[src/common/inv_state_pkg.sv]
package inv_state_pkg;

  // register byte offsets
  localparam logic [7:0] CTRL_OFS = 8'h00;
  localparam logic [7:0] STATUS_OFS = 8'h04;
  localparam logic [7:0] DELAY_OFS = 8'h08;
  localparam logic [7:0] SCREEN_OFS = 8'h0C;

  // control register fields
  localparam int CTRL_NET_EN_BIT = 0;
  localparam int CTRL_FAULT_CLR_BIT = 1;
  localparam int CTRL_PAUSE_BIT = 2;
  localparam logic [31:0] CTRL_RESET = 32'h0000_0001;

  // default startup delay in seconds
  localparam logic [15:0] DELAY_RESET = 16'h000A;

  // timing
  localparam int CLK_HZ = 50_000_000;
  localparam int SECOND_CYCLES = CLK_HZ;
  localparam int GRID_FAULT_DELAY_S = 300;
  localparam int SETTLE_TIME_MS = 100;
  localparam int SETTLE_CYCLES = SETTLE_TIME_MS * (CLK_HZ / 1000);
  localparam int SCREEN_TIME_S = 3;
  localparam int INIT_CYCLES = 16;

  localparam int NUM_SCREENS = 6;

  typedef enum logic [3:0] {
    ST_INIT,
    ST_DISABLED,
    ST_FAULT,
    ST_LATCHED,
    ST_SLEEP,
    ST_START_DELAY,
    ST_DC_PRECHARGE,
    ST_AC_PRECHARGE,
    ST_IDLE,
    ST_TRACK
  } op_state_t;

  typedef enum logic [2:0] {
    SET_INIT,
    SET_ENERGY,
    SET_FAULT,
    SET_WARNING,
    SET_DISABLED
  } screen_set_t;

  // enable inputs
  typedef struct packed {
    logic panel_on;
    logic disconnects_closed;
    logic remote_enable;
  } enables_t;

  // sensor inputs
  typedef struct packed {
    logic fault;
    logic fault_latching;
    logic fault_grid;
    logic ground_fault_interrupter_open;
    logic warning;
    logic array_above_start;
    logic array_below_min;
    logic bus_matches_array;
    logic xfmr_magnetized;
  } sense_t;

  // contactor drive outputs
  typedef struct packed {
    logic dc_precharge;
    logic dc_main;
    logic ac_precharge;
    logic ac_main;
  } contactors_t;

endpackage

[src/rtl/inverter_operating_state_controller.sv]
// Behaviour
// - only documented transitions among the operating states are taken
// - after power up, initialize runs then goes to sleep
// - panel switch off or network disable forces the disabled state
// - remote disable input asserted forces the disabled state
// - disabled goes to sleep when enabled again; disabled indication shown
// - fault while disabled goes to fault; cleared fault returns to disabled
// - any fault enters fault from every state except initialize
// - non-latching fault clears itself when condition subsides; codes displayed
// - latching fault holds latched state with codes shown until cleared
// - clearing a latched fault moves to sleep
// - sleep moves to startup delay when array rises above start threshold
// - startup delay waits a configurable interval before dc precharge
// - after a grid-interactive fault shutdown, startup delay lasts five minutes
// - dc precharge closes its contactor; advance when bus matches array
// - ac precharge closes main dc and ac precharge contactors
// - magnetized closes main ac, opens ac precharge; short delay then idle
// - idle halts conversion, shows idle, moves to tracking above start
// - idle returns to sleep when array drops below minimum
// - tracking runs converter under max power tracking; fault leaves it
// - display picks one of five screen sets by state
// - screens of a set scroll continuously
// - each pause/scroll press toggles hold and resume
// - ground fault fuse open stops operation with fault message
// - enabled only when all enables hold; any one disables
//
// The placing of the registers and the AHB-Lite register port were chosen for this implementation.
`timescale 1ns/1ps
module inverter_operating_state_controller (
  input wire logic ref_clk,
  input wire logic rst_n,
  input wire logic hsel,
  input wire logic [31:0] haddr,
  input wire logic [1:0] htrans,
  input wire logic hwrite,
  input wire logic [2:0] hsize,
  input wire logic [31:0] hwdata,
  input wire logic hready,
  output logic [31:0] hrdata,
  output logic hreadyout,
  output logic hresp,
  input wire inv_state_pkg::enables_t enables,
  input wire inv_state_pkg::sense_t sense,
  input wire logic pause_button,
  output inv_state_pkg::contactors_t contactors,
  output logic converter_run,
  output logic max_power_tracking,
  output logic idle_ind,
  output logic disabled_ind,
  output logic fault_ind,
  output inv_state_pkg::screen_set_t screen_set,
  output logic [2:0] screen_index
);

  logic rst_meta_r;
  logic rst_sync_r;
  logic rst_sync_n;

  always_ff @(posedge ref_clk or negedge rst_n)
  begin
    if (!rst_n)
    begin
      rst_meta_r <= 1'b0;
      rst_sync_r <= 1'b0;
    end
    else
    begin
      rst_meta_r <= 1'b1;
      rst_sync_r <= rst_meta_r;
    end
  end
  assign rst_sync_n = rst_sync_r;

  // bus slave: zero wait states, always OKAY
  logic wr_pend_r;
  logic [7:0] addr_r;
  logic [31:0] ctrl_r;
  logic [15:0] delay_sec_r;
  logic fault_clr_pulse;
  logic pause_sw_pulse;
  logic addr_phase;

  assign addr_phase = hsel && htrans[1] && hready;
  assign hreadyout = 1'b1;
  assign hresp = 1'b0;

  always_ff @(posedge ref_clk or negedge rst_sync_n)
  begin
    if (!rst_sync_n)
    begin
      wr_pend_r <= 1'b0;
      addr_r <= 8'h00;
    end
    else if (hready)
    begin
      wr_pend_r <= addr_phase && hwrite;
      addr_r <= haddr[7:0];
    end
  end

  assign fault_clr_pulse = wr_pend_r && addr_r == inv_state_pkg::CTRL_OFS
    && hwdata[inv_state_pkg::CTRL_FAULT_CLR_BIT];
  assign pause_sw_pulse = wr_pend_r && addr_r == inv_state_pkg::CTRL_OFS && hwdata[inv_state_pkg::CTRL_PAUSE_BIT];

  always_ff @(posedge ref_clk or negedge rst_sync_n)
  begin
    if (!rst_sync_n)
    begin
      ctrl_r <= inv_state_pkg::CTRL_RESET;
      delay_sec_r <= inv_state_pkg::DELAY_RESET;
    end
    else if (wr_pend_r)
    begin
      if (addr_r == inv_state_pkg::CTRL_OFS)
        ctrl_r <= {31'h0000_0000, hwdata[inv_state_pkg::CTRL_NET_EN_BIT]};
      if (addr_r == inv_state_pkg::DELAY_OFS)
        delay_sec_r <= hwdata[15:0];
    end
  end

  inv_state_pkg::op_state_t state_r;
  inv_state_pkg::op_state_t state_nxt;
  logic [31:0] timer_r;
  logic [31:0] timer_nxt;
  logic [15:0] sec_left_r;
  logic [15:0] sec_left_nxt;
  logic grid_fault_r;
  logic latched_r;
  logic paused_r;
  logic [2:0] screen_r;
  logic [31:0] scroll_cnt_r;

  always_ff @(posedge ref_clk or negedge rst_sync_n)
  begin
    if (!rst_sync_n)
      hrdata <= 32'h0000_0000;
    else if (addr_phase && !hwrite)
    begin
      unique case (haddr[7:0])
        inv_state_pkg::CTRL_OFS: hrdata <= ctrl_r;
        inv_state_pkg::STATUS_OFS: hrdata <= {21'h00_0000, paused_r, latched_r, grid_fault_r,
          contactors, state_r};
        inv_state_pkg::DELAY_OFS: hrdata <= {16'h0000, delay_sec_r};
        inv_state_pkg::SCREEN_OFS: hrdata <= {26'h000_0000, screen_set, screen_index};
        default: hrdata <= 32'h0000_0000;
      endcase
    end
  end
  logic enabled;
  logic fault_any;
  assign enabled = enables.panel_on && enables.disconnects_closed
    && enables.remote_enable && ctrl_r[inv_state_pkg::CTRL_NET_EN_BIT];
  assign fault_any = sense.fault || sense.ground_fault_interrupter_open;

  always_comb
  begin
    state_nxt = state_r;
    timer_nxt = timer_r + 32'd1;
    sec_left_nxt = sec_left_r;
    unique case (state_r)
      inv_state_pkg::ST_INIT:
      begin
        if (timer_r == 32'(inv_state_pkg::INIT_CYCLES - 1))
          state_nxt = inv_state_pkg::ST_SLEEP;
      end
      inv_state_pkg::ST_FAULT:
      begin
        timer_nxt = 32'd0;
        if (sense.fault_latching)
          state_nxt = inv_state_pkg::ST_LATCHED;
        else if (!fault_any)
          state_nxt = enabled ? inv_state_pkg::ST_SLEEP : inv_state_pkg::ST_DISABLED;
      end
      inv_state_pkg::ST_LATCHED:
      begin
        timer_nxt = 32'd0;
        if (fault_clr_pulse && !fault_any)
          state_nxt = inv_state_pkg::ST_SLEEP;
      end
      inv_state_pkg::ST_DISABLED:
      begin
        timer_nxt = 32'd0;
        if (fault_any)
          state_nxt = inv_state_pkg::ST_FAULT;
        else if (enabled)
          state_nxt = inv_state_pkg::ST_SLEEP;
      end
      default:
      begin
        if (fault_any)
        begin
          state_nxt = sense.fault_latching ? inv_state_pkg::ST_LATCHED : inv_state_pkg::ST_FAULT;
          timer_nxt = 32'd0;
        end
        else if (!enabled)
        begin
          state_nxt = inv_state_pkg::ST_DISABLED;
          timer_nxt = 32'd0;
        end
        else
        begin
          unique case (state_r)
            inv_state_pkg::ST_SLEEP:
            begin
              timer_nxt = 32'd0;
              sec_left_nxt = grid_fault_r ? 16'(inv_state_pkg::GRID_FAULT_DELAY_S) : delay_sec_r;
              if (sense.array_above_start)
                state_nxt = inv_state_pkg::ST_START_DELAY;
            end
            inv_state_pkg::ST_START_DELAY:
            begin
              if (timer_r == 32'(inv_state_pkg::SECOND_CYCLES - 1))
              begin
                timer_nxt = 32'd0;
                if (sec_left_r != 16'h0000)
                  sec_left_nxt = sec_left_r - 16'd1;
              end
              if (sec_left_r == 16'h0000)
              begin
                state_nxt = inv_state_pkg::ST_DC_PRECHARGE;
                timer_nxt = 32'd0;
              end
            end
            inv_state_pkg::ST_DC_PRECHARGE:
            begin
              timer_nxt = 32'd0;
              if (sense.bus_matches_array && sense.array_above_start)
                state_nxt = inv_state_pkg::ST_AC_PRECHARGE;
            end
            inv_state_pkg::ST_AC_PRECHARGE:
            begin
              if (!sense.xfmr_magnetized && timer_r == 32'd0)
                timer_nxt = 32'd0;
              else if (timer_r == 32'(inv_state_pkg::SETTLE_CYCLES))
              begin
                state_nxt = inv_state_pkg::ST_IDLE;
                timer_nxt = 32'd0;
              end
            end
            inv_state_pkg::ST_IDLE:
            begin
              timer_nxt = 32'd0;
              if (sense.array_below_min)
                state_nxt = inv_state_pkg::ST_SLEEP;
              else if (sense.array_above_start)
                state_nxt = inv_state_pkg::ST_TRACK;
            end
            default:
            begin
              timer_nxt = 32'd0;
            end
          endcase
        end
      end
    endcase
  end

  always_ff @(posedge ref_clk or negedge rst_sync_n)
  begin
    if (!rst_sync_n)
    begin
      state_r <= inv_state_pkg::ST_INIT;
      timer_r <= 32'd0;
      sec_left_r <= 16'h0000;
    end
    else
    begin
      state_r <= state_nxt;
      timer_r <= timer_nxt;
      sec_left_r <= sec_left_nxt;
    end
  end

  // remembers a grid-interactive fault until the next startup delay finishes
  always_ff @(posedge ref_clk or negedge rst_sync_n)
  begin
    if (!rst_sync_n)
      grid_fault_r <= 1'b0;
    else if (state_r != inv_state_pkg::ST_INIT && sense.fault && sense.fault_grid)
      grid_fault_r <= 1'b1;
    else if (state_r == inv_state_pkg::ST_START_DELAY && state_nxt == inv_state_pkg::ST_DC_PRECHARGE)
      grid_fault_r <= 1'b0;
  end
  assign latched_r = state_r == inv_state_pkg::ST_LATCHED;

  always_ff @(posedge ref_clk or negedge rst_sync_n)
  begin
    if (!rst_sync_n)
    begin
      contactors <= '0;
      converter_run <= 1'b0;
      max_power_tracking <= 1'b0;
      idle_ind <= 1'b0;
      disabled_ind <= 1'b0;
      fault_ind <= 1'b0;
    end
    else
    begin
      contactors.dc_precharge <= state_nxt == inv_state_pkg::ST_DC_PRECHARGE;
      contactors.dc_main <= state_nxt inside {inv_state_pkg::ST_AC_PRECHARGE, inv_state_pkg::ST_IDLE,
        inv_state_pkg::ST_TRACK};
      contactors.ac_precharge <= state_nxt == inv_state_pkg::ST_AC_PRECHARGE
        && timer_nxt == 32'd0 && !sense.xfmr_magnetized;
      contactors.ac_main <= (state_nxt == inv_state_pkg::ST_AC_PRECHARGE && (timer_nxt != 32'd0
        || sense.xfmr_magnetized)) || state_nxt inside {inv_state_pkg::ST_IDLE, inv_state_pkg::ST_TRACK};
      converter_run <= state_nxt == inv_state_pkg::ST_TRACK;
      max_power_tracking <= state_nxt == inv_state_pkg::ST_TRACK;
      idle_ind <= state_nxt == inv_state_pkg::ST_IDLE;
      disabled_ind <= state_nxt == inv_state_pkg::ST_DISABLED;
      fault_ind <= state_nxt inside {inv_state_pkg::ST_FAULT, inv_state_pkg::ST_LATCHED};
    end
  end

  // display screen set and scrolling
  logic pause_prev_r;
  logic [2:0] set_len;
  always_comb
  begin
    unique case (state_r)
      inv_state_pkg::ST_INIT: screen_set = inv_state_pkg::SET_INIT;
      inv_state_pkg::ST_FAULT, inv_state_pkg::ST_LATCHED: screen_set = inv_state_pkg::SET_FAULT;
      inv_state_pkg::ST_DISABLED: screen_set = inv_state_pkg::SET_DISABLED;
      default: screen_set = sense.warning ? inv_state_pkg::SET_WARNING : inv_state_pkg::SET_ENERGY;
    endcase
    set_len = (screen_set == inv_state_pkg::SET_ENERGY) ? 3'(inv_state_pkg::NUM_SCREENS) : 3'd2;
  end

  always_ff @(posedge ref_clk or negedge rst_sync_n)
  begin
    if (!rst_sync_n)
    begin
      pause_prev_r <= 1'b0;
      paused_r <= 1'b0;
    end
    else
    begin
      pause_prev_r <= pause_button;
      if ((pause_button && !pause_prev_r) || pause_sw_pulse)
        paused_r <= !paused_r;
    end
  end

  always_ff @(posedge ref_clk or negedge rst_sync_n)
  begin
    if (!rst_sync_n)
    begin
      screen_r <= 3'd0;
      scroll_cnt_r <= 32'd0;
    end
    else if (!paused_r)
    begin
      if (scroll_cnt_r == 32'(inv_state_pkg::SCREEN_TIME_S * inv_state_pkg::SECOND_CYCLES - 1))
      begin
        scroll_cnt_r <= 32'd0;
        screen_r <= (screen_r >= set_len - 3'd1) ? 3'd0 : screen_r + 3'd1;
      end
      else
        scroll_cnt_r <= scroll_cnt_r + 32'd1;
    end
    else if (screen_r >= set_len)
      screen_r <= 3'd0;
  end

  assign screen_index = (screen_r >= set_len) ? 3'd0 : screen_r;

endmodule // inverter_operating_state_controller

[config.mk]
export PLATFORM = sky130hd
export DESIGN_NAME = inverter_operating_state_controller
export DESIGN_NICKNAME = d
export VERILOG_FILES = /design/src/common/inv_state_pkg.sv /design/src/rtl/inverter_operating_state_controller.sv
export SDC_FILE = /design/constraint.sdc
export NUM_CORES = 1
export LEC_CHECK = 0
export BUFFER_PORTS_ARGS = -buffer_cell sky130_fd_sc_hd__buf_4
export CAP_MARGIN = 20
export CORE_MARGIN = 2
export CORE_UTILIZATION = 35
export CTS_CLUSTER_SIZE = 16
export DETAILED_ROUTE_END_ITERATION = 12
export SYNTH_ARGS = -nofsm -noshare
export SYNTH_HDL_FRONTEND = slang
export SYNTH_SLANG_ARGS = --single-unit
export TNS_END_PERCENT = 5
[constraint.sdc]
create_clock -name ref_clk -period 5.6 [get_ports ref_clk]
set_input_delay 0.84 -clock ref_clk [delete_from_list [all_inputs] [get_ports ref_clk]]
set_output_delay 0.84 -clock ref_clk [all_outputs]
set_load 0.005 [all_outputs]
==> out/results.env, run 1 <==
VIA_COUNT_OF_THE_FIRST_GLOBAL_ROUTING_PASS=5797
FP-ROW-COUNT=55
POST_SYNTH.CELL_AREA_AVG_UM2=9.45
CP_MAX_FO=11
HOLD_PATH_CLASS='in -> async'
CP_DATA_REQUIRED_TIME_PS=4760
GROUTE.USAGE.OVERALL=0.168
FINAL_ROUTED_WIRE_LENGTH_DIVIDED_BY_CELL_COUNT_UM=16.7
SEQUENTIAL_CELL_AREA_FRACTION_IN_THE_YOSYS_REPORT=0.446
IO_BUFFER_COUNT=73
SKEW_PS=9.75
TIMING.CRITICAL_PATH.ARRIVAL_PS=2600
CTS.SINKS=142
FIRST_ITER_VIOLATIONS=475
HTREE_NUM_LEVELS=4
FINALSETUPTNS_PS=0
GRT_PASS1_WL_UM=31900
FIN_CRIT_SH=0.615
RUN_STATUS='finished, final reports clean'
POST-ROUTE-WORST-SETUP-SLACK_PS=2160
SYNTH_TOP_FLOP_CELL='sky130_fd_sc_hd__dfrtp_1'
POSTSYNTH.ASYNCRESETSHARE=1.00
WORST_SETUP_HOLD_PATH_CLK_SLEW_PS=60
CLOCK_INSERTION_DELAY_WORST_SKEW_PS=420
POST-PLACE-CELLS=1157
MAXSLEWVIOLCOUNT=0
STARTING_DENSITY_OF_THE_CORE=0.355
SYN-CELL-AREA_UM2=7980
DIEAREA_UM2=24000
DRT_WL_TOTAL_UM=19900
HOLD-WORST-SLACK_PS=191
GPL.FINAL_WEIGHTED_CONGESTION=0.864
NUM_ANTENNA_CELLS=0
RSZ_0062_RAISED_AFTER_GLOBAL_ROUTING='false'
OVERFLOW=0
CTS-BUFFERS-INSERTED=17
TIMING.CRITICAL_PATH.FROM_TYPE='flop'
POWER_PER_CELL_AREA_nW_PER_UM2=264
CLOCK_PATH_BUFFERS=2
FIRSTDRTPASSITERS=5
ACHIEVABLE-FREQUENCY_MHz=290
PLACEABLECOREAREA_UM2=22500
DRIVE_GT1_FRAC=0.190
SYNTHDOMINANTCELLAREASHARE=0.436
CHIPHEIGHT_UM=155
YS.WARNINGS.COUNT=0
FILLER_CELL_COUNT=2187
PLACE.DETAILED.HPWL_UM=14500
WORST-SETUP-PATH-TYPE='reg -> out'
FINALCRITICALPERIOD_PS=3440
ANTENNA_FOUND_INITIAL=0
POST_CTS_HOLD_BUFFER_COUNT=0
SYNTH_TOP_CELLS_BY_AREA='sky130_fd_sc_hd__dfrtp_1 (44%), sky130_fd_sc_hd__nor2_1 (4.3%), sky130_fd_sc_hd__mux2_2 (4.0%)'
ROUTED-VIA-COUNT=6389
CP-END-KIND='output pin'
SETUP-VIOLATIONS-FINAL=0
POSTSYNTHCELLCOUNT=844
DP_SLACK_PS=2490
CAP_VIOL_MAX_COUNT=0
GRT_MAX_DEGREE=55
DISTINCT_CELL_TYPE_COUNT_AFTER_SYNTHESIS=85
WORST_PIN_SLEW_PS=898
FINAL_ANTENNA_NET_COUNT=0
TRITONCTS_CLOCK_TREE='done'
STDCELL_COUNT=1189
SLEW_HEADROOM=0.396
FINAL_NETS=986
POSTLAYOUTCOREUTIL=0.408
FINAL_HOLD_VIOL_COUNT=0
FLOORPLAN.DIE.WIDTH_UM=155
IR_WORST_VDD_V=0.000183
VIAS_PER_CELL=5.37
CTS_RESIZED=0
SYNTH_TOP_CELL_BY_AREA='sky130_fd_sc_hd__dfrtp_1'
SYNTH_ENABLE_FLOP_CELLS=0
POST_CTS.REPAIR.SETUP_BUFFERS=0
SYN_TO_FINAL_GROWTH_PCT=15.0
LEAKAGE_uW=0.00380
ROOT_BUFFER='sky130_fd_sc_hd__clkbuf_16'
SYNTH_SEQ_CELLS=142
DRC_ERRORS=0
IOS=136
==> metrics by stage <==
step / power [µW] / instance area [µm²]
after detailed placement: 1380 / 8630
after CTS: 2450 / 9180
after floorplan: 1300 / 8040
after global placement: 1370 / 8620
final: 2420 / 9180
after global routing: 2520 / 9180
==> per-layer routing <==
metal	part of all wire	routed length, µm	up-vias	GRT usage
li1	-	-	3092	-
met1	0.49	9700	3111	0.250
met2	0.45	8940	170	0.252
met3	0.050	1000	16	0.0292
met4	0.011	221	0	0.0467
met5	0	0	-	0
==> synthesized netlist by cell type (all sizes together) (9+ instances only) <==
cell type and number:
nor2 93, nand2 67, nor3 28, mux2 28, clkbuf 30, or2 11, inv 26, buf 37
dfrtp 139, nor4 19, nand3 36, a22oi 13, o31ai 9, xnor2 34, xor2 25, a21oi 28
nor2b 10, o21ai 42, nand4 26
==> sequential cells by signal (all words and copies together), names as in the netlist, 3 cells and up <==
name	cells
addr_r	8
sec_left_r	16
delay_sec_r	16
timer_r	32
hrdata	16
scroll_cnt_r	32
screen_r	3
contactors	4
state_r	4
==> path summary, 6_finish.rpt <==
| path | from | to | slack (ps) | cells past startpoint |
|---|---|---|---|---|
| worst max-delay path | state_r[2] | screen_index[2] | 2160 | 9 |
| worst min-delay path | rst_n | rst_sync_n | 190 | 1 |
| worst max register to register | timer_r[1] | sec_left_r[11] | 2420 | 8 |
| worst min register to register | rst_meta_r | rst_sync_n | 350 | 0 |
| max in group asynchronous | rst_sync_n | scroll_cnt_r[12] | 4100 | 1 |
| min in group ref_clk | rst_meta_r | rst_sync_n | 350 | 0 |
==> final cells by class <==
cell class,count,area [µm²],area share
Clock buffer,18,429,0.0468
Clock inverter,14,118,0.0128
Tap cell,285,357,0.0389
Multi-Input combinational cell,625,4030,0.439
Sequential cell,142,3560,0.388
Inverter,27,101,0.0110
Timing Repair Buffer,78,586,0.0638
==> where the power goes <==
group	switching [µW]	leakage (µW)	internal (µW)
Sequential	72.3	0.00185	1080
Clock	453	0.000266	609
Combinational	107	0.00169	98.8
==> critical path: stages, from the launching register on <==
cell and delay (ps):
sky130_fd_sc_hd__dfrtp_1 500, sky130_fd_sc_hd__nor2_1 270, sky130_fd_sc_hd__clkinv_1 270, sky130_fd_sc_hd__nand2b_1 180, sky130_fd_sc_hd__ha_1 250, sky130_fd_sc_hd__o21a_1 110, sky130_fd_sc_hd__nor2_1 80, sky130_fd_sc_hd__inv_1 80
sky130_fd_sc_hd__nor2_1 270, sky130_fd_sc_hd__buf_4 180
==> cells by family after synthesis <==
| logic type | share of synthesized area |
|---|---|
| simple gates | 0.236 |
| compound gates | 0.137 |
| flops | 0.446 |
| buf+inv | 0.0577 |
| xor+xnor | 0.0648 |
| mux | 0.0448 |
| fa+ha+maj | 0.0125 |
| other cells | 0.000941 |
==> layout by cell type (no fill, tap or decap), types with 4 or more instances in the layout <==
cell and instances:
sky130_fd_sc_hd__dfrtp_1 138, sky130_fd_sc_hd__nor2_1 92, sky130_fd_sc_hd__buf_4 78, sky130_fd_sc_hd__nand2_1 67
sky130_fd_sc_hd__o21ai_0 38, sky130_fd_sc_hd__nand3_1 36, sky130_fd_sc_hd__xnor2_1 34, sky130_fd_sc_hd__mux2_2 28
sky130_fd_sc_hd__a21oi_1 27, sky130_fd_sc_hd__inv_1 26, sky130_fd_sc_hd__nand4_1 26, sky130_fd_sc_hd__nor3_1 25
sky130_fd_sc_hd__xor2_1 25, sky130_fd_sc_hd__conb_1 19, sky130_fd_sc_hd__clkbuf_16 17, sky130_fd_sc_hd__nor4_1 14
sky130_fd_sc_hd__a22oi_1 13, sky130_fd_sc_hd__nor2b_1 10, sky130_fd_sc_hd__o31ai_1 9, sky130_fd_sc_hd__nand2b_1 8
sky130_fd_sc_hd__and3_1 8, sky130_fd_sc_hd__or3_1 8, sky130_fd_sc_hd__ha_1 8, sky130_fd_sc_hd__and4_1 7
sky130_fd_sc_hd__or2_2 7, sky130_fd_sc_hd__a31oi_1 6, sky130_fd_sc_hd__a22o_1 6, sky130_fd_sc_hd__o2bb2ai_1 6
sky130_fd_sc_hd__clkinv_2 6, sky130_fd_sc_hd__and2_1 5, sky130_fd_sc_hd__or4_1 4, sky130_fd_sc_hd__nand4b_1 4
sky130_fd_sc_hd__a2bb2oi_1 4, sky130_fd_sc_hd__a32oi_1 4, sky130_fd_sc_hd__o21ai_1 4
No activity file was read; power rests on OpenSTA's default activity.
==> inputs of run 2 (changes only) <==
--- a/config.mk
+++ b/config.mk
@@ -5,6 +5,7 @@
 export SDC_FILE = /design/constraint.sdc
 export NUM_CORES = 1
 export LEC_CHECK = 0
+export ABC_AREA = 1
 export BUFFER_PORTS_ARGS = -buffer_cell sky130_fd_sc_hd__buf_4
 export CAP_MARGIN = 20
 export CORE_MARGIN = 2
==> constraint.sdc (replaced) <==
create_clock -name ref_clk -period 3.3 [get_ports ref_clk]
set_input_delay 0.495 -clock ref_clk [delete_from_list [all_inputs] [get_ports ref_clk]]
set_output_delay 0.495 -clock ref_clk [all_outputs]
set_load 0.005 [all_outputs]
==> run 2 against run 1 <==
Count of clock-buffer cells in the layout grew 3. Design area grew 6.9%. Die area grew 3.5%. Sequential share of layout area shrank 2.5 points. Combinational power grew to 4.9 times the previous value. Routed wire length grew 9.5%. Cell count grew 28%. Worst hold slack lost 11 ps. Flip-flop and latch count is the same. Register-to-register slack lost 1900 ps. Core utilization grew 1.2 points. Critical path type unchanged. Critical endpoint is now screen_index[1]. Highest routed layer unchanged.
==> out/results.env, run 2 <==
CRITPATHLAUNCH='state_r[3]'
SYNTH_TOP_FLOP_CELL='sky130_fd_sc_hd__dfrtp_1'
FF_LATCH_AREA_UM2=3560
HOLD_PATH_END='pause_prev_r'
WORSTREGTOREGCELLS=12
SYN_TO_FINAL_GROWTH_PCT=18.7
CHIPHEIGHT_UM=158
TIMING.CRITICAL_PATH.FROM_TYPE='flop'
POST_SYNTH.CELL_AREA_AVG_UM2=7.47
WORSTHOLDPATHCELLS=1
DISTINCT_CELL_TYPE_COUNT_AFTER_SYNTHESIS=52
ACHIEVABLE-FREQUENCY_MHz=331
WORST-SETUP-PATH-TYPE='reg -> out'
SLEW_HEADROOM=0.331
SYNTH_SEQ_CELLS=142
SYNTHMOSTINSTANTIATEDCELL='sky130_fd_sc_hd__nand2_1'
SHARE_SEQ_OF_TOTAL_POWER=0.402
SYNTHADDERAREAFRAC=0.0121
YS.WARNINGS.COUNT=0
HTREE_NUM_LEVELS=4
FILLER_CELL_COUNT=2395
HOLD_PATH_CLASS='in -> reg'
GROUTE.USAGE.OVERALL=0.182
TIMING.RR.START='timer_r[1]'
POWER_PER_CELL_AREA_nW_PER_UM2=535
DRT_WL_TOTAL_UM=21800
LEAKAGE_uW=0.00482
NUM_ANTENNA_CELLS=0
R2R-END='timer_r[15]'
CP-END-KIND='output pin'
FINALCRITICALPERIOD_PS=3020
VIA_COUNT_OF_THE_FIRST_GLOBAL_ROUTING_PASS=6983
CTS.SINKS=142
CRITICAL-PATH-SLOWEST-CELL='sky130_fd_sc_hd__dfrtp_1'
TRITONCTS_CLOCK_TREE='done'
IOS=136
FINAL_CELL_MIX='sky130_fd_sc_hd__nand2_1 (233), sky130_fd_sc_hd__nor2_1 (178), sky130_fd_sc_hd__inv_1 (141), sky130_fd_sc_hd__dfrtp_1 (138), sky130_fd_sc_hd__buf_4 (83)'
DRIVE_GT1_FRAC=0.150
SYNTHDOMINANTCELLAREASHARE=0.421
SETUP-VIOLATIONS-FINAL=0
CAP_VIOL_MAX_COUNT=0
NETLIST_TOP_CELLS_COUNT='sky130_fd_sc_hd__nand2_1 (233), sky130_fd_sc_hd__nor2_1 (178), sky130_fd_sc_hd__inv_1 (141)'
SYNTH_ENABLE_FLOP_CELLS=0
GLOBALROUTEMET2UTIL=0.307
FIN_CRIT_SH=0.914
FINAL_ANTENNA_NET_COUNT=0
IO_BUFFER_COUNT=73
POST_SYNTH_XOR_AREA_FRACTION=0.0445
FIRST_ITER_VIOLATIONS=396
TOTAL_SWITCHING_POWER_uW=1660
FIRSTDRTPASSITERS=5
POST_CTS.REPAIR.SETUP_BUFFERS=0
CLOCK_PATH_BUFFERS=2
CP_DATA_REQUIRED_TIME_PS=2800
HOLDCRITSTARTPOINT='pause_button'
GRT_PASS1_WL_UM=35400
FF2FF_SETUP_SLACK_PS=520
ROOT_BUFFER='sky130_fd_sc_hd__clkbuf_16'
GRT_MAX_DEGREE=59
LAYOUT.CELLS.MOST_COMMON='sky130_fd_sc_hd__nand2_1'
LAYOUT_TOP_REGISTERS='scroll_cnt_r: 32 flops, timer_r: 32 flops'
MET3_RESOURCE_USE_GR=0.0339
FP-ROW-COUNT=56
POSTLAYOUTCOREUTIL=0.420
TIMING.CRITICAL_PATH.ARRIVAL_PS=2520
FINALSETUPTNS_PS=0
SYNTH_SIMPLE_GATE_AREA_FRAC=0.304
FLOORPLAN.DIE.WIDTH_UM=158
SYNTH.AREA.MUX_SHARE=0.00409
IR_WORST_VDD_V=0.000332
PLACEABLECOREAREA_UM2=23300
SYNTH_TOP_CELL_BY_AREA='sky130_fd_sc_hd__dfrtp_1'
COMPLEX_GATE_FRACTION_OF_THE_SYNTHESIZED_AREA=0.105
GPL.FINAL_WEIGHTED_CONGESTION=0.901
CP_MAX_FO=7
RUN_STATUS='finished, final reports clean'
FINAL_HOLD_VIOL_COUNT=0
FINAL_NETS=1285
ROUTED-VIA-COUNT=7294
STARTING_DENSITY_OF_THE_CORE=0.354
ANTENNA_FOUND_INITIAL=0
WORST_PIN_SLEW_PS=1000
POSTSYNTH.ASYNCRESETSHARE=1.00
VIAS_PER_CELL=4.79
COMB_POWER_SHARE=0.193
SYNTH_TOP_FAMILY_BY_AREA='simple AND/OR/NAND/NOR gates'
SYN-CELL-AREA_UM2=8260
WORSTPATHCELLLIST='nor2_2 -> clkinv_1 -> nand2_1 -> ha_1 -> a21oi_1 -> inv_1 -> a21oi_1 -> inv_1 -> nor2_1 -> buf_4'
POSTSYNTHCELLCOUNT=1106
SEQUENTIAL_CELL_AREA_FRACTION_IN_THE_YOSYS_REPORT=0.431
OVERFLOW=0
WORST_SETUP_HOLD_PATH_CLK_SLEW_PS=60
MET1_GRT_UTIL=0.235
DRC_ERRORS=0
MAXSLEWVIOLCOUNT=0
BUSIEST_LAYER='met2'
SYNTH_TOP_CELLS_BY_AREA='sky130_fd_sc_hd__dfrtp_1 (42%), sky130_fd_sc_hd__nand2_1 (11%), sky130_fd_sc_hd__nor2_1 (8.1%)'
CLOCK_INSERTION_DELAY_WORST_SKEW_PS=430
POWER.SWITCHING_FRACTION=0.315
WORST_PATH_LARGEST_CELL_DELAY_PS=460
CTS-BUFFERS-INSERTED=17
P_INT_uW=3590
FINAL_ROUTED_WIRE_LENGTH_DIVIDED_BY_CELL_COUNT_UM=14.3
PLACE.DETAILED.HPWL_UM=16500
RSZ_0062_RAISED_AFTER_GLOBAL_ROUTING='false'
SHARE_CLK_OF_TOTAL_POWER=0.405
MULTI_INPUT_COMB_AREA_UM2=3960
SKEW_PS=8.95
DIEAREA_UM2=24900
[run 2: cell types whose count changed after synthesis, moves of 14 or more]
cell,change
sky130_fd_sc_hd__xnor2_1,-25
sky130_fd_sc_hd__o21ai_0,+23
sky130_fd_sc_hd__nor2_1,+86
sky130_fd_sc_hd__mux2_2,-25
sky130_fd_sc_hd__nand3_1,+14
sky130_fd_sc_hd__clkbuf_1,-18
sky130_fd_sc_hd__nand2_1,+166
sky130_fd_sc_hd__inv_1,+115
[run 2: worst max-delay path: cells and delay by family (launching register included)]
kind	cells	cell delay, ps
AND/OR/NAND/NOR	3	640
flip-flops	1	460
buffers and inverters	4	460
AO/OA/AOI/OAI	2	280
adder cells (fa/ha/maj)	1	250
[run 2: per-layer routing]
layer / wire length, µm / part of all wire / vias up
li1: - / - / 3672
met1: 9880 / 0.45 / 3392
met2: 10400 / 0.48 / 199
met3: 1080 / 0.049 / 31
met4: 437 / 0.020 / 0
met5: 0 / 0 / -
[run 2: per-stage QoR]
stage	total power (µW)	area, µm²	hold WS (ps)	worst slack (ps)	std cells
finish	5250	9810	180	282	1522
global route	5520	9810	174	134	1522
CTS	5290	9810	169	257	1522
detailed placement	3150	9150	211	499	1489
global placement	3140	9150	208	520	1489
floorplan	2810	8330	199	945	1123
[run 2: how the worst max path moves through the flow]
stage	end	slack (ps)	cells past startpoint
detailed placement	timer_r[17]	500	12
finish	screen_index[1]	280	10
floorplan	addr_r[0]	940	0
global route	screen_index[1]	130	10
global placement	timer_r[17]	520	12
CTS	screen_index[1]	260	10
[run 2: timing repair]
item                      in CTS  in global routing
hold buffers                   1                  0
resized for setup              0                  0
hold endpoints to repair       2                  0
[run 2: area by class of cell]
type / instances / share of cell area
multi-input combinational: 787 / 0.403
sequential: 142 / 0.363
timing repair buffer: 85 / 0.0666
inverter: 157 / 0.0601
clock buffer: 21 / 0.0480
tap: 319 / 0.0407
clock inverter: 11 / 0.0181
[run 2: power groups by stage]
stage / clock [µW] / combinational [µW] / sequential (µW)
floorplan: 0 / 738 / 2070
global placement: 0 / 1000 / 2140
detailed placement: 0 / 1020 / 2140
CTS: 2160 / 1020 / 2110
global route: 2230 / 1150 / 2140
finish: 2120 / 1010 / 2110
[run 2: kinds of logic after synthesis]
group,after synthesis
AND/OR/NAND/NOR,565
buffers and inverters,194
AO/OA/AOI/OAI,150
flip-flops,142
XOR/XNOR,42
adder cells (fa/ha/maj),8
multiplexers,3
other,2
==> inputs of run 3 (changes only) <==
--- a/config.mk
+++ b/config.mk
@@ -8,10 +8,13 @@
 export ABC_AREA = 1
 export BUFFER_PORTS_ARGS = -buffer_cell sky130_fd_sc_hd__buf_4
 export CAP_MARGIN = 20
+export CELL_PAD_IN_SITES_DETAIL_PLACEMENT = 1
+export CELL_PAD_IN_SITES_GLOBAL_PLACEMENT = 2
 export CORE_MARGIN = 2
-export CORE_UTILIZATION = 35
+export CORE_UTILIZATION = 32
 export CTS_CLUSTER_SIZE = 16
 export DETAILED_ROUTE_END_ITERATION = 12
+export PLACE_DENSITY_LB_ADDON = 0.1
 export SYNTH_ARGS = -nofsm -noshare
 export SYNTH_HDL_FRONTEND = slang
 export SYNTH_SLANG_ARGS = --single-unit
==> constraint.sdc (replaced) <==
create_clock -name ref_clk -period 3.3 [get_ports ref_clk]
set_input_delay 0.825 -clock ref_clk [delete_from_list [all_inputs] [get_ports ref_clk]]
set_output_delay 0.825 -clock ref_clk [all_outputs]
set_load 0.005 [all_outputs]
==> run 3 against run 2 <==
Design area increased by 0.65%. Largest cell class unchanged. Critical endpoint unchanged. Total power increased by 2.1%. Sequential share of layout area decreased by 0.22 points. Worst setup slack got worse by 18 ps.
==> out/results.env, run 3 (synthesis results as in run 2) <==
RUN_STATUS='finished, final reports clean'
FP-ROW-COUNT=58
STARTING_DENSITY_OF_THE_CORE=0.327
LAYOUT.CELLS.MOST_COMMON='sky130_fd_sc_hd__nand2_1'
FINAL_ANTENNA_NET_COUNT=0
WORST_PIN_SLEW_PS=855
CP-ENDPOINT='screen_index[1]'
STDCELL_COUNT=1539
FINAL_HOLD_VIOL_COUNT=0
NUM_ANTENNA_CELLS=0
DIEAREA_UM2=27100
WORST_SETUP_HOLD_PATH_CLK_SLEW_PS=60
RSZ_0062_RAISED_AFTER_GLOBAL_ROUTING='false'
HOLD_PATH_CLASS='in -> async'
GRT_MAX_DEGREE=62
ACHIEVABLE-FREQUENCY_MHz=329
WORSTPATHCELLLIST='nor2_2 -> clkinv_1 -> nand2_1 -> ha_1 -> a21oi_1 -> inv_1 -> a21oi_2 -> inv_1 -> nor2_2 -> buf_4'
WORSTPATHBUFFERINVERTERCOUNT=4
VIAS_PER_CELL=4.76
FINAL_ROUTED_WIRE_LENGTH_DIVIDED_BY_CELL_COUNT_UM=16.5
POST_CTS_HOLD_BUFFER_COUNT=0
LAYOUT_TOP_REGISTERS='scroll_cnt_r: 32 flops, timer_r: 32 flops'
R2R-END='contactors[0]'
PLACEABLECOREAREA_UM2=25300
IOS=136
CRITICAL_PATH_S_TOP_DELAY_FAMILY='flip-flops'
TRITONCTS_CLOCK_TREE='done'
CTS-BUFFERS-INSERTED=17
CLOCK_INSERTION_DELAY_WORST_SKEW_PS=430
MAXSLEWVIOLCOUNT=0
CP_DATA_REQUIRED_TIME_PS=2470
TIMING.CRITICAL_PATH.ARRIVAL_PS=2210
ROUTED-VIA-COUNT=7325
FF2FF_SETUP_SLACK_PS=500
SKEW_PS=14.7
CLOCK_PATH_BUFFERS=2
DRIVE_GT1_FRAC=0.158
POST-ROUTE-WORST-SETUP-SLACK_PS=264
WORST-SETUP-PATH-TYPE='reg -> out'
DRC_ERRORS=0
CTS.SINKS=142
DP_SLACK_PS=229
POWER_PER_CELL_AREA_nW_PER_UM2=543
FINALSETUPTNS_PS=0
ROOT_BUFFER='sky130_fd_sc_hd__clkbuf_16'
TIMING.CRITICAL_PATH.FROM_TYPE='flop'
HTREE_NUM_LEVELS=4
TOTALPOWERFINAL_uW=5360
GPL.FINAL_WEIGHTED_CONGESTION=0.779
TIMING.RR.START='timer_r[1]'
POST_CTS.REPAIR.SETUP_BUFFERS=0
FLOORPLAN.DIE.WIDTH_UM=165
OVERFLOW=0
SYN_TO_FINAL_GROWTH_PCT=19.5
FINAL_CELL_MIX='sky130_fd_sc_hd__nand2_1 (233), sky130_fd_sc_hd__nor2_1 (176), sky130_fd_sc_hd__inv_1 (141), sky130_fd_sc_hd__dfrtp_1 (137), sky130_fd_sc_hd__buf_4 (90)'
CRITPATHLAUNCH='state_r[3]'
CP_MAX_FO=4
FIRSTDRTPASSITERS=6
IO_BUFFER_COUNT=73
CTS_RESIZED=0
FINALCRITICALPERIOD_PS=3040
VIA_COUNT_OF_THE_FIRST_GLOBAL_ROUTING_PASS=7560
WORST_PATH_LARGEST_CELL_DELAY_PS=460
CRITICAL-PATH-SLOWEST-CELL='sky130_fd_sc_hd__dfrtp_2'
HOLD-WORST-SLACK_PS=170
DRT_WL_TOTAL_UM=25400
CHIPHEIGHT_UM=165
FILLER_CELL_COUNT=3107
POST-PLACE-CELLS=1506
WORSTREGTOREGCELLS=16
SLEW_HEADROOM=0.430
FIN_CRIT_SH=0.920
CRIT_CELLS=10
CP-END-KIND='output pin'
FINAL_NETS=1291
PLACE.DETAILED.HPWL_UM=19400
FIRST_ITER_VIOLATIONS=374
IR_WORST_VDD_V=0.000315
SETUP-VIOLATIONS-FINAL=0
LEAKAGE_uW=0.00485
ANTENNA_FOUND_INITIAL=0
GRT_PASS1_WL_UM=40900
CAP_VIOL_MAX_COUNT=0
GROUTE.USAGE.OVERALL=0.196
## run 3: how the worst min path moves through the flow
stage | startpoint | to | slack [ps] | depth (start not counted)
global placement | rst_meta_r | rst_sync_n | 340 | 0
finish | rst_n | rst_sync_n | 170 | 1
floorplan | rst_meta_r | rst_sync_n | 330 | 0
global route | rst_n | rst_sync_n | 140 | 1
detailed placement | rst_meta_r | rst_sync_n | 360 | 0
CTS | rst_n | rst_sync_n | 150 | 1
## run 3: report_power, final
part / switching [µW] / internal [µW]
clock: 834 / 1320
sequential: 186 / 1910
combinational: 732 / 380
total: 1750 / 3610
## run 3: area by class of cell
| cell class | instances | area (µm²) | area share |
|---|---|---|---|
| multi-input cells | 787 | 3960 | 0.402 |
| flip-flops and latches | 142 | 3560 | 0.361 |
| repair buffers | 91 | 703 | 0.0712 |
| inverters | 157 | 589 | 0.0597 |
| clock buffers | 20 | 457 | 0.0463 |
| well taps | 330 | 413 | 0.0418 |
| clock inverters | 12 | 181 | 0.0184 |
## run 3: through the flow
step / cell area (µm²) / util
5_1_grt: 9870 / 0.391
3_3_place_gp: 9190 / 0.364
3_5_place_dp: 9190 / 0.364
2_1_floorplan: 8330 / -
6_report: 9870 / 0.391
4_1_cts: 9830 / 0.389
## run 3: layer usage
metal / vias up / share of wire / track usage
met3: 14 / 0.029 / 0.0314
met1: 3536 / 0.50 / 0.275
li1: 3681 / - / -
met2: 94 / 0.47 / 0.322
met5: - / 0 / 0
met4: 0 / 0.0066 / 0.0391
## run 3: worst reg2reg max path, delay by kind of cell (launching register included)
family	cells	cell delay, ps
DFF	1	410
and+or+nand+nor	12	1600
adders and majority gates	1	340
AOI/OAI and AO/OA	2	250
buffers and inverters	1	110
